--- src/port_pad_mode_config_regs.vh ---
`ifndef PORT_PAD_MODE_CONFIG_REGS_VH
`define PORT_PAD_MODE_CONFIG_REGS_VH

// Register addresses on the plain port
`define PORT_CFG_CTRL_ADDR        8'h00
`define PORT3_MODE_CTRL_ADDR      8'hF7
// Expanded register space bank holding port_cfg_ctrl
`define EXP_BANK_F                4'hF

// port_cfg_ctrl fields
`define PCFG_CMP_OUT_BIT          0
`define PCFG_P1_PUSHPULL_BIT      1
`define PCFG_P0_PUSHPULL_BIT      2
`define PCFG_P0_STD_BIT           3
`define PCFG_OSC_STD_BIT          7
`define PORT_CFG_CTRL_RESET       8'hFE

// port3_mode_ctrl fields
`define P3M_P2_PUSHPULL_BIT       0
`define P3M_ANALOG_BIT            1
`define PORT3_MODE_CTRL_RESET     8'h00

// Value returned by reads of write-only registers
`define WO_READ_VALUE             8'hFF

`endif

--- src/port_pad_mode_config.v ---
// Contract
// [RQ1] port3_mode_ctrl bit 0: 0 gives Port 2 open-drain, 1 gives push-pull.
// [RQ2] port3_mode_ctrl bit 1: 0 digital; analog masks comparator pins as stop wake sources.
// [RQ3] Both comparators disabled while in STOP mode.
// [RQ4] Analog selection survives a stop-recovery reset.
// [RQ5] port_cfg_ctrl is write-only at index 00H, bank F.
// [RQ6] port_cfg_ctrl bit 0 routes comparator outputs onto cmp_out_a/b pins.
// [RQ7] port_cfg_ctrl bit 1: Port 1 open-drain at 0, push-pull at 1, default 1.
// [RQ8] port_cfg_ctrl bit 2: Port 0 open-drain at 0, push-pull at 1, default 1.
// [RQ9] Bits 3..6 give Ports 0..3 low-emission drive at 0, default 1.
// [RQ10] Bit 7 oscillator standard drive at 1, ignored in divide-by-two crystal mode.
// [RQ11] Output bit holding 1 in open-drain mode is high impedance.
// [RQ12] Input-configured bit has its output enable deasserted.
// [RQ13] Floating input held at last valid level by a keeper.
// [RQ14] Full reset loads both registers with their default values.
`timescale 1ns/1ps
`include "port_pad_mode_config_regs.vh"

module port_pad_mode_config (
    input  wire        core_clk,
    input  wire        srst,
    input  wire        stopRecoveryRst,
    input  wire        stopMode,
    input  wire        xtalDiv2Mode,
    input  wire [7:0]  regAddr,
    input  wire [3:0]  regBank,
    input  wire [7:0]  regWdata,
    input  wire        regWr,
    input  wire        regRd,
    output reg  [7:0]  regRdata,
    input  wire [31:0] portOut,
    input  wire [31:0] portDirOut,
    input  wire [31:0] padIn,
    input  wire        cmpOutA,
    input  wire        cmpOutB,
    output reg  [31:0] padOut,
    output reg  [31:0] padOe,
    output reg  [31:0] padKeep,
    output reg  [3:0]  portLowEmi,
    output reg         oscStdDrive,
    output reg         cmpEnable,
    output reg  [2:0]  stopWakeMask,
    output reg         port3Analog
);

    reg [7:0]  portCfgCtrl_reg;
    reg [7:0]  port3ModeCtrl_reg;
    reg [31:0] padInMeta_reg;
    reg [31:0] padInSync_reg;
    reg        cmpAMeta_reg;
    reg        cmpASync_reg;
    reg        cmpBMeta_reg;
    reg        cmpBSync_reg;
    reg [31:0] padOut_next;
    reg [31:0] padOe_next;
    reg [31:0] keep_next;
    wire [3:0] pushPull;
    wire       cfgHit;
    wire       p3Hit;

    function portPushPull;
        input [1:0] portNum;
        input [7:0] cfg;
        input [7:0] p3m;
        begin
            case (portNum)
                2'd0:    portPushPull = cfg[`PCFG_P0_PUSHPULL_BIT];   // see [RQ8]
                2'd1:    portPushPull = cfg[`PCFG_P1_PUSHPULL_BIT];   // see [RQ7]
                2'd2:    portPushPull = p3m[`P3M_P2_PUSHPULL_BIT];    // see [RQ1]
                default: portPushPull = 1'b1;
            endcase
        end
    endfunction

    assign cfgHit = (regAddr == `PORT_CFG_CTRL_ADDR) && (regBank == `EXP_BANK_F); // see [RQ5]
    assign p3Hit  = (regAddr == `PORT3_MODE_CTRL_ADDR);

    genvar p;
    generate
        for (p = 0; p < 4; p = p + 1) begin : gPush
            // Genvar cannot be part-selected; a sized copy feeds the decoder
            localparam [1:0] PORT_NUM = p;
            assign pushPull[p] = portPushPull(PORT_NUM, portCfgCtrl_reg, port3ModeCtrl_reg);
        end
    endgenerate

    // Registers; stop-recovery reset spares the analog selection
    always @(posedge core_clk) begin
        if (srst) begin
            portCfgCtrl_reg   <= `PORT_CFG_CTRL_RESET;     // see [RQ14]
            port3ModeCtrl_reg <= `PORT3_MODE_CTRL_RESET;   // see [RQ14]
        end else if (stopRecoveryRst) begin
            portCfgCtrl_reg   <= `PORT_CFG_CTRL_RESET;
            port3ModeCtrl_reg <= `PORT3_MODE_CTRL_RESET
                                 | (port3ModeCtrl_reg & (8'h01 << `P3M_ANALOG_BIT)); // see [RQ4]
        end else if (regWr) begin
            if (cfgHit)
                portCfgCtrl_reg <= regWdata;
            if (p3Hit)
                port3ModeCtrl_reg <= regWdata;
        end
    end

    // Write-only: reads return a fixed value, no state is exposed
    always @(posedge core_clk) begin
        if (srst)
            regRdata <= 8'h00;
        else if (regRd)
            regRdata <= `WO_READ_VALUE;   // see [RQ5]
        else
            regRdata <= 8'h00;
    end

    // Pad and comparator inputs come from outside, two flops first
    always @(posedge core_clk) begin
        if (srst) begin
            padInMeta_reg <= 32'h00000000;
            padInSync_reg <= 32'h00000000;
            cmpAMeta_reg  <= 1'b0;
            cmpASync_reg  <= 1'b0;
            cmpBMeta_reg  <= 1'b0;
            cmpBSync_reg  <= 1'b0;
        end else begin
            padInMeta_reg <= padIn;
            padInSync_reg <= padInMeta_reg;
            cmpAMeta_reg  <= cmpOutA;
            cmpASync_reg  <= cmpAMeta_reg;
            cmpBMeta_reg  <= cmpOutB;
            cmpBSync_reg  <= cmpBMeta_reg;
        end
    end

    integer i;
    always @* begin
        padOut_next = portOut;
        padOe_next  = 32'h00000000;
        keep_next   = 32'h00000000;
        for (i = 0; i < 32; i = i + 1) begin
            if (portDirOut[i]) begin
                // Open-drain with a 1 leaves both transistors off
                padOe_next[i] = pushPull[i / 8] | ~portOut[i];   // see [RQ11]
            end else begin
                padOe_next[i] = 1'b0;                            // see [RQ12]
            end
            // Keeper follows last sampled level whenever undriven
            keep_next[i] = padOe_next[i] ? portOut[i] : padInSync_reg[i]; // see [RQ13]
        end
        // Stored port bits untouched; only the pin view is swapped
        if (portCfgCtrl_reg[`PCFG_CMP_OUT_BIT]) begin
            padOut_next[28] = cmpASync_reg;   // see [RQ6]
            padOut_next[31] = cmpBSync_reg;   // see [RQ6]
        end
    end

    always @(posedge core_clk) begin
        if (srst) begin
            padOut       <= 32'h00000000;
            padOe        <= 32'h00000000;
            padKeep      <= 32'h00000000;
            portLowEmi   <= 4'h0;
            oscStdDrive  <= 1'b1;
            cmpEnable    <= 1'b0;
            stopWakeMask <= 3'b000;
            port3Analog  <= 1'b0;
        end else begin
            padOut      <= padOut_next;
            padOe       <= padOe_next;
            padKeep     <= keep_next;
            portLowEmi  <= ~portCfgCtrl_reg[6:`PCFG_P0_STD_BIT];                // see [RQ9]
            // Divide-by-two crystal mode ignores the low-noise request
            oscStdDrive <= portCfgCtrl_reg[`PCFG_OSC_STD_BIT] | xtalDiv2Mode;   // see [RQ10]
            port3Analog <= port3ModeCtrl_reg[`P3M_ANALOG_BIT];
            cmpEnable   <= port3ModeCtrl_reg[`P3M_ANALOG_BIT] & ~stopMode;      // see [RQ3]
            stopWakeMask <= {3{port3ModeCtrl_reg[`P3M_ANALOG_BIT]}};            // see [RQ2]
        end
    end

endmodule

--- config.mk ---
export PLATFORM = sky130hd
export DESIGN_NAME = port_pad_mode_config
export DESIGN_NICKNAME = d
export VERILOG_FILES = /design/src/port_pad_mode_config.v
export VERILOG_INCLUDE_DIRS = /design/src
export SDC_FILE = /design/constraint.sdc
export NUM_CORES = 1
export LEC_CHECK = 0
export BUFFER_PORTS_ARGS = -buffer_cell sky130_fd_sc_hd__buf_2
export CORE_AREA = 2 2 113 115
export DETAILED_ROUTE_END_ITERATION = 6
export DIE_AREA = 0 0 115 117
export PLACE_DENSITY = 0.79
export RECOVER_POWER = 50
export SYNTH_ARGS = -nofsm -noshare
export SYNTH_HDL_FRONTEND = slang
export SYNTH_SLANG_ARGS = --single-unit
--- constraint.sdc ---
create_clock -name core_clk -period 2.1 [get_ports core_clk]
set_input_delay 0.315 -clock core_clk [delete_from_list [all_inputs] [get_ports core_clk]]
set_output_delay 0.315 -clock core_clk [all_outputs]
set_load 0.1 [all_outputs]
==> results.tsv, run 1 <==
metric	value	unit
outcome	finished clean	
num_vias	4141	
drt_iter0_drc	162	
maxCapViolCount	0	
io_pins	239	
vias_per_cell	4.601	
clock-sinks	182	
wl	11.58	mm
grt_overflow_total	0	
grt_antenna_before_repair	0	
period_needed	1.602	ns
grt_use_total	17.12	%
die_h	117	µm
finalNetCount	861	
tightest_slew	1.092	ns
seq_power_share	45.5	%
rrSetupSlack	0.96	ns
synth_nets	635	
drv_slew	0	
crit_type	register to output port	
arrival	1.29	ns
required	1.78	ns
core-area	12310	µm²
wl_per_cell	12.87	µm
cts_tree	yes	
htreeDepth	4	
r2r-start	portCfgCtrl_reg[2]	
yosys-top-cells-area	dfxtp_1 65%, nor2b_1 17%, mux2i_1 3.6%	
slew_headroom	27.18	%
crit_path_cell_trace	buf_2	
grt_pass1_vias	3880	
max_stage_delay	0.46	ns
r2r_end	padOe[3]	
power_frac_comb	15.3	%
avgSynthCellArea	11.04	µm²
post_cts_buffers	0	
ys_seq_elements	182	
rsz0062_at_grt	false	
end_kind	output port	
power_switching	2.272	mW
swShare	28.35	%
final_cell_mix	237 x buf_2, 182 x dfxtp_1, 155 x nor2b_1, 30 x nor2_1, 25 x nor3_1	
finalHoldViolCount	0	
worstHoldStart	stopMode	
clk_pin_slew	0.06	ns
final_area	7481	µm²
die_w	115	µm
clock-root-buffer	clkbuf_16	
synth_area_leader_cell	dfxtp_1	
rows	41	
synth.distinct_cells	21	
drc_errors	0	
dp_hpwl	8.357	mm
firstDrtPassIters	4	
grt_max_degree	65	
setup_viol	0	
syn2layout_area_growth	32.93	%
cts_buffers	17	
fin_skew	0.005568	ns
worst_setup_path_start_kind	register	
seq_area_frac_synth	64.74	%
gp_congestion	0.7832	
drive_gt1_share	36.58	%
min_period_over_period	76.28	%
ys_warn_count	0	
final_common_cell	buf_2	
cts_hold_buf	0	
p_int	5.743	mW
cp_max_fo	8	
hold_end	cmpEnable	
pwr_density_cell	1071	nW/µm²
portBuffers	238	
fin_tns_setup	0	ns
hold_class	input port to register	
grt_first_pass_wirelength	17.62	mm
postRouteAntennaNets	0	
cts_resized	0	
fillerInstances	1015	
whs_path_depth	2	
r2r_cells	2	
mappedNetlistArea	5628	µm²
syn_inst	510	
crit_family	buffers and inverters	
fmax	624.3	MHz
place_area	6892	µm²
p_leak	3.449	nW
critPathSlowestCell	buf_2	
ir_drop	0.5073	mV
clock_path_buffers	2	
synth_top_area_share	64.74	%
dieArea	13460	µm²
start_util	45.71	%
p_clk_share	39.3	%
clk_latency	0.42	ns
path_buf_inv	1	
## final cells by class
class / instances / area [µm²] / area share (%)
diodes: 1 / 2.502 / 0.03345
clock buffers: 19 / 432.9 / 5.787
clock inverters: 13 / 156.4 / 2.091
multi-input cells: 293 / 1815 / 24.27
well taps: 150 / 187.7 / 2.509
inverters: 1 / 3.754 / 0.05018
repair buffers: 241 / 1239 / 16.56
flip-flops and latches: 182 / 3643 / 48.70
## cell families (layout without fill, tap and decap cells)
| logic type | count (synthesis) | after routing | share of synthesized area [%] |
|---|---|---|---|
| DFF | 182 | 182 | 64.74 |
| and+or+nand+nor | 249 | 249 | 26.57 |
| buffers and inverters | 35 | 274 | 3.001 |
| other | 0 | 1 | 0 |
| AOI/OAI and AO/OA | 24 | 24 | 2.134 |
| muxes | 20 | 20 | 3.557 |
## worst max path at each step
| stage | depth (start not counted) | start | endpoint | slack, ns |
|---|---|---|---|---|
| after floorplan | 1 | regRdata[6] | regRdata[1] | 0.32 |
| after global placement | 5 | regAddr[0] | portCfgCtrl_reg[1] | 0.38 |
| after detailed placement | 5 | regAddr[0] | portCfgCtrl_reg[4] | 0.33 |
| after CTS | 1 | regRdata[6] | regRdata[6] | 0.47 |
| after global routing | 1 | regRdata[6] | regRdata[0] | 0.44 |
| final | 1 | regRdata[6] | regRdata[3] | 0.50 |
## metrics by stage
stage / std cells / power [mW] / worst slack (ns) / util (%) / hold slack [ns]
floorplan: 510 / 4.680 / 0.3210 / - / 0.3874
global placement: 867 / 4.928 / 0.3787 / 55.98 / 0.4078
detailed placement: 867 / 4.947 / 0.3336 / 55.98 / 0.4125
CTS: 899 / 8.094 / 0.4671 / 60.76 / 0.02632
global route: 899 / 8.295 / 0.4428 / 60.74 / 0.04817
finish: 900 / 8.015 / 0.4982 / 60.76 / 0.04758
## cell usage after synthesis
cell,n
a21oi_1,24
buf_1,1
buf_4,10
clkbuf_1,23
dfxtp_1,182
inv_1,1
mux2i_1,20
nand2_1,3
nand2b_1,3
nand3_1,2
nand4_1,1
nor2_1,30
nor2b_1,155
nor3_1,25
nor3b_1,24
nor4_1,1
nor4_4,1
or2_2,1
or3_1,1
or4_4,1
or4b_1,1
## metal layers
layer / track usage [%] / up-vias / wire length, µm
met5: 0 / - / 0
met4: 8.675 / 0 / 256
met3: 5.767 / 23 / 843
met2: 28.75 / 164 / 5687
met1: 19.58 / 1880 / 4792
li1: - / 2074 / -
## power by group through the flow
| stage | clock [mW] | sequential (mW) | combinational (mW) |
|---|---|---|---|
| after CTS | 3.22 | 3.65 | 1.23 |
| after detailed placement | 0 | 3.72 | 1.23 |
| after global placement | 0 | 3.72 | 1.21 |
| after floorplan | 0 | 4.42 | 0.262 |
| after global routing | 3.36 | 3.66 | 1.28 |
| final | 3.15 | 3.64 | 1.22 |
No activity file was read; power rests on OpenSTA's default activity.
==> run 2, diff against run 1 <==
==> constraint.sdc (replaced) <==
create_clock -name core_clk -period 1.6 [get_ports core_clk]
set_input_delay 0.24 -clock core_clk [delete_from_list [all_inputs] [get_ports core_clk]]
set_output_delay 0.24 -clock core_clk [all_outputs]
set_load 0.1 [all_outputs]
==> results.tsv, run 2 (same netlist as run 1, synthesis figures left out) <==
metric	value	unit
outcome	finished clean	
dp_hpwl	8.606	mm
clock-root-buffer	clkbuf_16	
whs_path_depth	2	
cts_tree	yes	
drive_gt1_share	37.42	%
io_pins	239	
gp_congestion	0.7905	
postRouteAntennaNets	0	
vias_per_cell	4.593	
finalNetCount	871	
finalHoldViolCount	0	
portBuffers	238	
maxCapViolCount	0	
die_w	115	µm
r2r_cells	3	
grt_max_degree	40	
grt_pass1_vias	3924	
final_cell_mix	237 x buf_2, 180 x dfxtp_1, 155 x nor2b_1, 30 x nor2_1, 25 x nor3_1	
grt_overflow_total	0	
required	1.36	ns
hold_class	input port to register	
clk_latency	0.42	ns
crit_family	buffers and inverters	
wirelength_met1	4.683	mm
crit_type	register to output port	
syn2layout_area_growth	34.46	%
drt_iter0_drc	284	
top_layer	met4	
end_kind	output port	
rsz0062_at_grt	false	
met2_length	5.918	mm
p_leak	3.487	nW
critPathSlowestCell	buf_2	
clk_pin_slew	0.06	ns
wl_met3	932	µm
finalHoldWorstSlack	0.02634	ns
total_power	10.37	mW
ir_drop	0.8114	mV
path_buf_inv	1	
drc_errors	0	
clock_path_buffers	2	
wl_per_cell	12.96	µm
pwr_density_cell	1370	nW/µm²
start_util	45.71	%
min_period_over_period	92.02	%
fmax	679.2	MHz
rows	41	
grt_use_total	17.36	%
tightest_slew	1.088	ns
post_cts_buffers	0	
period_needed	1.472	ns
die_h	117	µm
num_vias	4175	
grt_antenna_before_repair	0	
max_stage_delay	0.44	ns
htreeDepth	4	
antenna_cells	0	
firstDrtPassIters	4	
wl	11.78	mm
worst_setup_path_start_kind	register	
core-area	12310	µm²
cts_buffers	17	
grt_first_pass_wirelength	17.95	mm
clock-sinks	182	
slew_headroom	27.48	%
cp_max_fo	8	
worst-path-stages	1	
fin_skew	0.005662	ns
final_common_cell	buf_2	
drv_slew	0	
crit_path_cell_trace	buf_2	
dieArea	13460	µm²
setup_viol	0	
arrival	1.23	ns
## run 2: cell count changes in the layout (fill, tap and decap cells not counted), moves of 2 or more
cell	delta
buf_12	+2
bufinv_16	-2
dfxtp_2	+2
dfxtp_1	-2
buf_4	+3
clkinvlp_4	+2
dlygate4sd3_1	+2
clkinv_4	-2
clkbuf_8	+4
## run 2: cell type report
| type | count | area [µm²] |
|---|---|---|
| Fill cell | 997 | 4745 |
| Inverter | 1 | 3.754 |
| Tap cell | 150 | 187.7 |
| Clock buffer | 21 | 480.5 |
| Multi-Input combinational cell | 293 | 1815 |
| Clock inverter | 11 | 97.59 |
| Sequential cell | 182 | 3646 |
| Timing Repair Buffer | 251 | 1336 |
## run 2: worst paths after layout
| path | slack [ns] | from | to |
|---|---|---|---|
| setup / recovery | 0.13 | regRdata[6] | regRdata[2] |
| hold / removal | 0.03 | padIn[24] | padInMeta_reg[24] |
| setup reg to reg | 0.57 | port3ModeCtrl_reg[0] | padKeep[23] |
| hold reg to reg | 0.42 | portCfgCtrl_reg[4] | portLowEmi[1] |
## run 2: metrics by stage
step / TNS (ns) / util, % / instances / cell area, µm² / setup slack (ns)
after floorplan: -0.2260 / - / 510 / 5630 / -0.02825
after global placement: -0.4293 / 56.79 / 875 / 6992 / -0.05526
after detailed placement: -0.8191 / 56.79 / 875 / 6992 / -0.1125
after CTS: 0 / 61.65 / 909 / 7590 / 0.1012
after global routing: 0 / 61.46 / 909 / 7567 / 0.03701
final: 0 / 61.46 / 909 / 7567 / 0.1277
## run 2: power breakdown
part           leakage, nW  total (mW)  internal [mW]  switching [mW]
sequential            1.51        4.78           4.74          0.0461
clock                0.278        3.97           2.31            1.66
combinational         1.70        1.62          0.362            1.26
total                 3.49        10.4           7.40            2.96
## run 2: layer usage
layer / vias to the layer above / global-route usage, %
met3: 22 / 6.488
met5: - / 0
met4: 0 / 8.514
met1: 1897 / 19.46
li1: 2094 / -
met2: 162 / 29.25
## run 2: what timing repair did
action | CTS | global route
endpoints found under the hold margin | 2 | 0
resized for setup | 0 | 0
hold buffers | 2 | 0
